--- config.mk ---
export PLATFORM = sky130hd
export DESIGN_NAME = ingress_timestamp_path
export DESIGN_NICKNAME = d
export VERILOG_FILES = /design/src/ingress_ts_pkg.sv /design/src/ingress_timestamp_path.sv /design/src/stream_fifo.sv
export VERILOG_INCLUDE_DIRS = /design/src
export SDC_FILE = /design/constraint.sdc
export NUM_CORES = 2
export LEC_CHECK = 0
export BUFFER_PORTS_ARGS = -buffer_cell sky130_fd_sc_hd__buf_4
export CAP_MARGIN = 20
export CORE_ASPECT_RATIO = 1.1
export CORE_MARGIN = 8
export CORE_UTILIZATION = 39
export CTS_CLUSTER_SIZE = 16
export DETAILED_ROUTE_END_ITERATION = 8
export GPL_TIMING_DRIVEN = 0
export PLACE_DENSITY = 0.57
export SLEW_MARGIN = 20
export SYNTH_ARGS = -nofsm -noshare
export SYNTH_HDL_FRONTEND = slang
export SYNTH_SLANG_ARGS = --single-unit
--- constraint.sdc ---
create_clock -name ref_clk -period 11.4 [get_ports ref_clk]
set_input_delay 1.14 -clock ref_clk [delete_from_list [all_inputs] [get_ports ref_clk]]
set_output_delay 1.14 -clock ref_clk [all_outputs]
set_load 0.01 [all_outputs]
--- src/ingress_ts_params.svh ---
/*
  Constants for the ingress timestamp path: field widths, reset values.
  Assumes inclusion by bare name from the package and the modules.
*/
// Summary of operation
// (RULE1) Event FIFO captures timestamp on EtherType match
// (RULE2) Host fetches event timestamps, payload via DMA
// (RULE3) Host stamping attaches timestamp to every packet
// (RULE4) Each packet waits for its timestamp
// (RULE5) Clearing host-stamp enable removes the wait
// (RULE6) Corrupted preamble may skip timestamp request
// (RULE7) Host keeps per-packet stamping disabled
// (RULE8) Exactly one request per admitted frame
`ifndef INGRESS_TS_PARAMS_SVH
`define INGRESS_TS_PARAMS_SVH

// ----------------------------------------------------------------
// Widths and defaults
// ----------------------------------------------------------------
`define TS_WIDTH        64
`define DATA_WIDTH      32
`define ETYPE_WIDTH     16
`define PORT_FIFO_DEPTH 16
`define EVT_FIFO_DEPTH  16
`define TIME_RESET      64'h0000_0000_0000_0000
`define ETYPE_RESET     16'h88f7

`endif

--- src/ingress_ts_pkg.sv ---
/*
  Types shared by the ingress timestamp path.
  Assumes ingress_ts_params.svh is on the include path.
*/
`include "ingress_ts_params.svh"

package ingress_ts_pkg;

  // ----------------------------------------------------------------
  // Stream beat of frame data
  // ----------------------------------------------------------------
  typedef struct packed {
    logic [`DATA_WIDTH-1:0] data;  // Payload word
    logic                   sof;   // First word of frame
    logic                   eof;   // Last word of frame
  } beat_t;

  // ----------------------------------------------------------------
  // Captured event record
  // ----------------------------------------------------------------
  typedef struct packed {
    logic [`TS_WIDTH-1:0]    stamp; // Time of arrival
    logic [`ETYPE_WIDTH-1:0] etype; // Matching EtherType
  } event_t;

  // Host-side output beat, timestamp rides with first word
  typedef struct packed {
    beat_t                beat;  // Payload word
    logic [`TS_WIDTH-1:0] stamp; // Receive timestamp
    logic                 stamped; // Stamp field valid
  } host_beat_t;

  // Ingress per-frame state
  typedef enum logic [1:0] {
    ST_IDLE  = 2'b00,
    ST_WAIT  = 2'b01,
    ST_PASS  = 2'b11
  } egress_state_t;

endpackage

--- src/ingress_timestamp_path.sv ---
/*
  Ingress timestamp path: event FIFO with EtherType trigger and per-packet
  host timestamping in front of the internal port FIFO.
  Assumes inputs synchronous to ref_clk; a frame's sof beat carries the
  EtherType in its low 16 bits; preamble_ok comes from the receive MAC.
*/
`timescale 1ns/1ps

`include "ingress_ts_params.svh"

module ingress_timestamp_path
#(
  parameter int DEPTH     = `PORT_FIFO_DEPTH,
  parameter int EVT_DEPTH = `EVT_FIFO_DEPTH,
  parameter bit FIX_EN    = 1'b1  // 0 reproduces the lost-request defect
) (
  // Clock and reset
  input  wire logic                       ref_clk,
  input  wire logic                       rst,
  // Control
  input  wire logic                       host_stamp_en,
  input  wire logic                       event_en,
  input  wire logic [`ETYPE_WIDTH-1:0]    etype_match,
  // Receive stream from MAC
  input  wire ingress_ts_pkg::beat_t      rx_beat,
  input  wire logic                       rx_valid,
  input  wire logic                       preamble_ok,
  output logic                            rx_ready,
  // Host DMA stream
  output ingress_ts_pkg::host_beat_t      host_beat,
  output logic                            host_valid,
  input  wire logic                       host_ready,
  // Event FIFO read port
  output ingress_ts_pkg::event_t          evt_data,
  output logic                            evt_valid,
  input  wire logic                       evt_pop,
  // Status
  output logic                            stalled
);
  import ingress_ts_pkg::*;

  initial
  begin
    // Wrap-bit pointers need power-of-two depths
    if (DEPTH < 2 || (1 << $clog2(DEPTH)) != DEPTH)
      $error("ingress_timestamp_path: DEPTH must be a power of two");
    if (EVT_DEPTH < 2 || EVT_DEPTH > 256 ||
        (1 << $clog2(EVT_DEPTH)) != EVT_DEPTH)
      $error("ingress_timestamp_path: EVT_DEPTH out of range");
  end

  localparam int EAW = $clog2(EVT_DEPTH);

  // ----------------------------------------------------------------
  // Free-running time counter
  // ----------------------------------------------------------------
  logic [`TS_WIDTH-1:0] time_r;
  always_ff @(posedge ref_clk or posedge rst)
  begin
    if (rst)
      time_r <= `TIME_RESET;
    else
      time_r <= time_r + 1'b1;
  end

  // ----------------------------------------------------------------
  // Port FIFO in the data path
  // ----------------------------------------------------------------
  localparam int           BW      = $bits(beat_t);
  localparam int           PAW     = $clog2(DEPTH);
  localparam logic [PAW:0] DEPTH_W = (PAW+1)'(DEPTH); // Full level
  logic         fifo_in_ready;   // FIFO has room
  logic         fifo_out_valid;  // FIFO head present
  logic         fifo_out_ready;  // Head leaves this cycle
  beat_t        fifo_out;        // Head beat
  logic [PAW:0] occ_r;           // Beats held in the port FIFO
  wire          rx_take = rx_valid && rx_ready;

  stream_fifo #(.WIDTH(BW), .DEPTH(DEPTH)) u_port_fifo (
    .ref_clk   (ref_clk),
    .rst       (rst),
    .in_valid  (rx_take),
    .in_ready  (fifo_in_ready),
    .in_data   (rx_beat),
    .out_valid (fifo_out_valid),
    .out_ready (fifo_out_ready),
    .out_data  (fifo_out)
  );

  // Occupancy after this edge, so ready can come from a flop
  wire [PAW:0] occ_nxt = occ_r + {{PAW{1'b0}}, rx_take} -
                         {{PAW{1'b0}}, fifo_out_ready};

  // Registered ready: room for one more beat after this edge
  always_ff @(posedge ref_clk or posedge rst)
  begin
    if (rst)
    begin
      occ_r    <= '0;
      rx_ready <= 1'b1;
    end
    else
    begin
      occ_r    <= occ_nxt;
      rx_ready <= (occ_nxt != DEPTH_W); // see (RULE4)
    end
  end

  // Admission and timestamp request at the sof beat
  wire admit_sof = rx_take && rx_beat.sof;
  // Defect model drops the request on a bad preamble
  wire ts_req = admit_sof && (FIX_EN || preamble_ok); // see (RULE6) (RULE8)

  // ----------------------------------------------------------------
  // Timestamp queue: one entry per requested frame
  // ----------------------------------------------------------------
  logic [`TS_WIDTH-1:0] tsq [DEPTH];
  logic [$clog2(DEPTH):0] tq_wr_r;
  logic [$clog2(DEPTH):0] tq_rd_r;
  wire tq_empty = (tq_wr_r == tq_rd_r);
  logic tq_pop;

  // Timestamp capture per request
  always_ff @(posedge ref_clk)
  begin
    if (ts_req)
      tsq[tq_wr_r[$clog2(DEPTH)-1:0]] <= time_r; // see (RULE3)
  end

  always_ff @(posedge ref_clk or posedge rst)
  begin
    if (rst)
    begin
      tq_wr_r <= '0;
      tq_rd_r <= '0;
    end
    else
    begin
      if (ts_req)
        tq_wr_r <= tq_wr_r + 1'b1;
      if (tq_pop)
        tq_rd_r <= tq_rd_r + 1'b1;
    end
  end

  // ----------------------------------------------------------------
  // Output stage: sof waits for its timestamp when stamping on
  // ----------------------------------------------------------------
  wire head_sof  = fifo_out_valid && fifo_out.sof;
  wire need_ts   = host_stamp_en && head_sof; // see (RULE4) (RULE5)
  wire ts_ready  = !tq_empty;
  wire out_free  = !host_valid || host_ready;
  wire can_move  = fifo_out_valid && out_free && (!need_ts || ts_ready);
  assign fifo_out_ready = can_move;
  // Stamp entries are consumed on every sof, stamped or not
  assign tq_pop = can_move && fifo_out.sof && ts_ready;

  // Registered host output
  always_ff @(posedge ref_clk or posedge rst)
  begin
    if (rst)
    begin
      host_valid <= 1'b0;
      host_beat  <= '0;
      stalled    <= 1'b0;
    end
    else
    begin
      stalled <= need_ts && !ts_ready;
      if (can_move)
      begin
        host_valid           <= 1'b1;
        host_beat.beat       <= fifo_out;
        host_beat.stamp      <= tsq[tq_rd_r[$clog2(DEPTH)-1:0]];
        host_beat.stamped    <= need_ts; // see (RULE3)
      end
      else if (host_ready)
        host_valid <= 1'b0;
    end
  end

  // ----------------------------------------------------------------
  // Event FIFO: EtherType-triggered capture
  // ----------------------------------------------------------------
  event_t evq [EVT_DEPTH];
  logic [EAW:0] ev_wr_r;
  logic [EAW:0] ev_rd_r;
  wire ev_full  = (ev_wr_r[EAW] != ev_rd_r[EAW]) &&
                  (ev_wr_r[EAW-1:0] == ev_rd_r[EAW-1:0]);
  wire ev_hit   = event_en && admit_sof &&
                  (rx_beat.data[`ETYPE_WIDTH-1:0] == etype_match);
  wire ev_push  = ev_hit && !ev_full; // see (RULE1)
  wire ev_do_pop = evt_pop && evt_valid;
  // Read pointer after this edge's pop
  wire [EAW:0] ev_rd_nxt = ev_rd_r + {{EAW{1'b0}}, ev_do_pop};

  always_ff @(posedge ref_clk)
  begin
    if (ev_push)
      evq[ev_wr_r[EAW-1:0]] <= '{stamp: time_r, etype: etype_match};
  end

  // Event pointers and registered read port
  always_ff @(posedge ref_clk or posedge rst)
  begin
    if (rst)
    begin
      ev_wr_r   <= '0;
      ev_rd_r   <= '0;
      evt_valid <= 1'b0;
      evt_data  <= '0;
    end
    else
    begin
      if (ev_push)
        ev_wr_r <= ev_wr_r + 1'b1;
      if (ev_do_pop)
        ev_rd_r <= ev_rd_r + 1'b1;
      // Head follows this edge's pop at once; a new push shows one cycle after the write pointer moves
      evt_valid <= (ev_wr_r != ev_rd_nxt);
      evt_data  <= evq[ev_rd_nxt[EAW-1:0]];
    end
  end

  // ----------------------------------------------------------------
  // Checks
  // ----------------------------------------------------------------
  // Every admitted frame queues exactly one stamp
  AST_ONE_REQ_PER_SOF: assert property ( // see (RULE8)
    @(posedge ref_clk) disable iff (rst)
    FIX_EN |-> ##1 (tq_wr_r == $past(tq_wr_r) + $past(admit_sof)))
    else $error("Timestamp request not tied to admission");
  AST_EVENT_CAPTURE: assert property ( // see (RULE1)
    @(posedge ref_clk) disable iff (rst)
    ev_hit && !ev_full |=> ev_wr_r == $past(ev_wr_r) + 1'b1)
    else $error("Matching frame not captured");
  AST_STAMP_ATTACHED: assert property ( // see (RULE3)
    @(posedge ref_clk) disable iff (rst)
    can_move && need_ts |=> host_valid && host_beat.stamped)
    else $error("Host beat missing its stamp");
  AST_WAIT_FOR_STAMP: assert property ( // see (RULE4)
    @(posedge ref_clk) disable iff (rst)
    need_ts && tq_empty |-> !fifo_out_ready)
    else $error("Frame passed without timestamp");
  AST_NO_WAIT_DISABLED: assert property ( // see (RULE5)
    @(posedge ref_clk) disable iff (rst)
    !host_stamp_en && fifo_out_valid && out_free |-> fifo_out_ready)
    else $error("Port stalls with stamping off");
  AST_STALL_FLAG: assert property ( // see (RULE6)
    @(posedge ref_clk) disable iff (rst)
    need_ts && !ts_ready |=> stalled)
    else $error("Stall not reported");
  // Corrected path never leaves a head frame without its stamp
  AST_NO_LOCKUP: assert property ( // see (RULE6)
    @(posedge ref_clk) disable iff (rst)
    FIX_EN && need_ts |-> ts_ready)
    else $error("Head frame lacks its timestamp");
  AST_EVT_COUNT: assert property ( // see (RULE1)
    @(posedge ref_clk) disable iff (rst)
    ev_do_pop |=> ev_rd_r == $past(ev_rd_r) + 1'b1)
    else $error("Event pop lost");
  AST_TQ_BOUND: assert property ( // see (RULE8)
    @(posedge ref_clk) disable iff (rst)
    (tq_wr_r - tq_rd_r) <= DEPTH_W)
    else $error("Timestamp queue overrun");
  // Registered ready never offers room the FIFO lacks
  AST_READY_SAFE: assert property ( // see (RULE4)
    @(posedge ref_clk) disable iff (rst)
    rx_ready |-> fifo_in_ready)
    else $error("Ready raised while port FIFO full");

  COV_STAMPED: cover property (@(posedge ref_clk) disable iff (rst)
    can_move && need_ts);
  COV_EVENT: cover property (@(posedge ref_clk) disable iff (rst) ev_push);
  COV_STALL: cover property (@(posedge ref_clk) disable iff (rst)
    stalled ##1 !stalled);
  COV_BAD_PREAMBLE: cover property (@(posedge ref_clk) disable iff (rst)
    admit_sof && !preamble_ok);

endmodule

--- src/stream_fifo.sv ---
/*
  Parameterised valid/ready FIFO.
  Assumes one clock, asynchronous active-high reset.
*/
`timescale 1ns/1ps

module stream_fifo #(
  parameter int WIDTH = 34,
  parameter int DEPTH = 16
) (
  // Clock and reset
  input  wire logic             ref_clk,
  input  wire logic             rst,
  // Fill side
  input  wire logic             in_valid,
  output logic                  in_ready,
  input  wire logic [WIDTH-1:0] in_data,
  // Drain side
  output logic                  out_valid,
  input  wire logic             out_ready,
  output logic [WIDTH-1:0]      out_data
);

  localparam int AW = $clog2(DEPTH);

  // ----------------------------------------------------------------
  // Elaboration check
  // ----------------------------------------------------------------
  initial
  begin
    if (DEPTH < 2 || (1 << AW) != DEPTH || WIDTH < 1)
      $error("stream_fifo: DEPTH must be a power of two >= 2");
  end

  logic [WIDTH-1:0] mem [DEPTH];  // Storage array
  logic [AW:0]      wr_ptr_r;     // Write pointer with wrap bit
  logic [AW:0]      rd_ptr_r;     // Read pointer with wrap bit

  // Full and empty from pointer compare
  wire empty = (wr_ptr_r == rd_ptr_r);
  wire full  = (wr_ptr_r[AW] != rd_ptr_r[AW]) &&
               (wr_ptr_r[AW-1:0] == rd_ptr_r[AW-1:0]);
  wire push  = in_valid && !full;
  wire pop   = !empty && out_ready;

  assign in_ready  = !full;
  assign out_valid = !empty;
  assign out_data  = mem[rd_ptr_r[AW-1:0]];

  // Storage write
  always_ff @(posedge ref_clk)
  begin
    if (push)
      mem[wr_ptr_r[AW-1:0]] <= in_data;
  end

  // Pointer update
  always_ff @(posedge ref_clk or posedge rst)
  begin
    if (rst)
    begin
      wr_ptr_r <= '0;
      rd_ptr_r <= '0;
    end
    else
    begin
      if (push)
        wr_ptr_r <= wr_ptr_r + 1'b1;
      if (pop)
        rd_ptr_r <= rd_ptr_r + 1'b1;
    end
  end

  // Fill level never passes the depth
  AST_NO_OVERFLOW: assert property (@(posedge ref_clk) disable iff (rst)
    (AW+1)'(wr_ptr_r - rd_ptr_r) <= (AW+1)'(DEPTH))
    else $error("FIFO accepts while full");

endmodule

==> results.ini <==
[final_layout]
final_cells = 9868
area_delta_synth_final_pct = 19.2
fillers = 24400
drive_above_1_share = 0.374
nets = 5714
final_area_mm2 = 0.140

[floorplan]
dieArea_mm2 = 0.319
start_util = 0.392
io_pins = 241
rows = 211
die_y_um = 592
die_x_um = 540
core_mm2 = 0.300

[synth]
synth_edf_count = 2848
ys.flop_type = edfxtp_1
synth_area_leader_cell = edfxtp_1
synth_top_area_frac = 0.727
avgSynthCellArea_um2 = 24.6
synthDistinctLibCells = 47
synth.cell_area_mm2 = 0.118
ys_async_sr_fraction = 0.0901
yosysSeqAreaShare = 0.787
synth-seq-cells = 3130
synthCells = 4784
ys_top_cells_by_area = edfxtp_1 (73%), mux4_2 (17%), dfrtp_1 (6.0%), mux2_2 (0.96%), xnor2_1 (0.59%)
yosysWarnings = 0
synth_nets = 4865

[pwr]
pwr-share-clk = 0.320
ir_worst_vdd_mv = 0.213
p_leak_nw = 46.0
swShare = 0.294
p_switching_mw = 9.83
seqPwrFrac = 0.407
p_int_mw = 23.6
combPwrFrac = 0.273
power_density_mw_per_mm2 = 239

[global_route]
overflow = 0
antenna_found_initial = 16
grt.total_usage = 0.183
grt_max_degree = 78
grt_pass1_vias = 56900
grt_pass1_wl_um = 422000

[timing]
fin_setup_tns_ns = 0
max_freq_ghz = 0.199
rsz0062_at_grt = false
finalMaxSlewViolations = 0
hold_viol = 0
timing.final.crit_share = 0.440
timing.hold.ws_ns = 0.330
setup_viol_count_final = 0
tightest_slew_ns = 1.12
skew_ns = 0.0609
worst_slack_ns = 6.38
fin_crit_ns = 5.02
maxSlewHeadroom = 0.255

[setup_path]
arrival_ns = 5.62
max_stage_delay_ns = 0.84
endpoint_kind = flip-flop
crit_required_ns = 12.00
crit_family = simple AND/OR/NAND/NOR gates
critPathMaxFanout = 9
critPathBufInv = 7
crit_chain = and3_1 > clkbuf_1 > nand4_1 > nor4_2 > nand2_1 > nor3_2 > buf_4 > buf_4 > buf_4 > buf_4 > buf_6 > buf_6
slowest_stage = nor4_2
path_class = flip-flop to flip-flop
startpoint_type = flip-flop
crit_top_cell = buf_4

[drt]
wl_per_cell_um = 30.2
vias = 54200
firstDrtPassIters = 5
drc_errors = 0
post_drt_via_cell_ratio = 5.49
ant_nets = 0
drtIter0Drc = 5600
wl_um = 298000

[clock_network]
cts_buffers = 330
cts_root_buf = clkbuf_16
cts_sinks = 3130
cts_tree = built
clk_latency_ns = 0.92
max-clock-path-buffers = 4
post_cts_buffers = 0
clkTransAtPathRegs_ns = 0.06
ctsResizeCount = 0
h-tree-depth = 5
hold_buffers = 0

[placement]
routabilityCongestion = 0.738
hpwl_um = 195000
portBuffers = 239
place_area_mm2 = 0.129
placed_cells = 9237
dpl_worst_slack_ns = 5.58

[worst_hold_path]
hp-class = input port to async pin

[run_status]
outcome = complete, no violations

[run]
cap_violations = 0

[synth_stat cells, types with 3 or more instances]
cell         n
nand3_1     38
mux2i_1      8
buf_6        9
nor4_4       3
xor2_1      51
nand2b_1     8
mux2_2     100
nor4_1       7
buf_2       62
and3_1      11
a211oi_1     4
edfxtp_1  2848
nor3_1      25
and4_1       5
a21oi_1      6
nand2_1     44
xnor2_1     79
mux4_2     885
clkbuf_1   131
ha_1        22
nor2_1      53
inv_1       24
buf_1       23
nand4_1     21
o21ai_0      3
dfrtp_1    281
a21o_1       3
and2_1       6
[state kept, by name (all words and copies together), names as in the netlist, 64 cells and up]
name and flops:
evq 1280, evt_data 80, host_beat 99, time_r 64, tsq 1024, u_port_fifo.mem 544
[kinds of logic after synthesis]
kind of cell,Yosys count,synth area share
simple gates,235,0.0106
mux,993,0.180
buf+inv,251,0.00931
xor+xnor,130,0.00968
fa+ha+maj,23,0.00251
flops,3130,0.787
compound gates,22,0.00123
[per-layer routing]
| metal | GRT usage | vias to the layer above | wire [um] |
|---|---|---|---|
| met5 | 0 | - | 23 |
| met4 | 0.0463 | 4 | 7620 |
| met3 | 0.0460 | 385 | 23900 |
| met2 | 0.302 | 1924 | 145000 |
| met1 | 0.245 | 29700 | 121000 |
| li1 | - | 22100 | - |
[layout by cell type (no fill, tap or decap), drive strengths merged, types with 3 or more instances in the layout]
master	instances
mux2	100
inv	32
bufinv	27
nand2	45
ha	22
xnor2	79
and2	6
and4	5
nand3	38
mux4	885
nor4	11
nand2b	8
clkinv	127
a21o	3
nor3	26
dfrtp	281
a21oi	6
o21ai	3
and3	13
diode	14
clkbuf	582
mux2i	8
buf	605
xor2	51
nand4	23
clkinvlp	8
nor2	53
a211oi	4
edfxtp	2848
[worst paths after layout]
| check | cells after the start | endpoint | start | slack [ns] |
|---|---|---|---|---|
| max in group asynchronous | 5 | time_r[22] | rst | 9.76 |
| setup reg to reg | 12 | evq[2][44] | rx_ready | 6.38 |
| min in group ref_clk | 1 | tq_wr_r[4] | tq_wr_r[4] | 0.49 |
| hold / removal | 3 | evt_data[65] | rst | 0.33 |
| setup / recovery | 12 | evq[2][44] | rx_ready | 6.38 |
| hold reg to reg | 1 | tq_wr_r[4] | tq_wr_r[4] | 0.49 |
[worst register-to-register path: stages, from the launching register on]
cell,delay (ns)
dfstp_2,0.54
and3_1,0.15
clkbuf_1,0.57
nand4_1,0.19
nor4_2,0.84
nand2_1,0.47
nor3_2,0.63
buf_4,0.32
buf_4,0.20
buf_4,0.20
buf_4,0.21
buf_6,0.22
buf_6,0.17
[through the flow]
| stage | power [mW] | utilization |
|---|---|---|
| 2_1_floorplan | 19.4 | - |
| 3_3_place_gp | 22.9 | 0.414 |
| 3_5_place_dp | 23.2 | 0.430 |
| 4_1_cts | 34.0 | 0.466 |
| 5_1_grt | 34.8 | 0.467 |
| 6_report | 33.5 | 0.467 |
[final cells by class]
class | count | area, um^2 | share of cell area
well taps | 3940 | 4930 | 0.0352
inverters | 24 | 105 | 0.000750
flip-flops and latches | 3130 | 92600 | 0.661
diodes | 14 | 35.0 | 0.000250
clock buffers | 443 | 9110 | 0.0650
plain buffers | 227 | 1040 | 0.00744
repair buffers | 517 | 6280 | 0.0448
multi-input cells | 1403 | 24300 | 0.173
clock inverters | 170 | 1730 | 0.0123
[power by group through the flow]
stage / registers [mW] / logic (mW) / clock network, mW
final: 13.6 / 9.15 / 10.7
after global routing: 13.7 / 9.74 / 11.3
after CTS: 13.6 / 9.39 / 10.9
after detailed placement: 13.9 / 9.37 / 0
after global placement: 13.9 / 8.97 / 0
after floorplan: 13.8 / 5.61 / 0
Power figures use the tool's default switching activity.
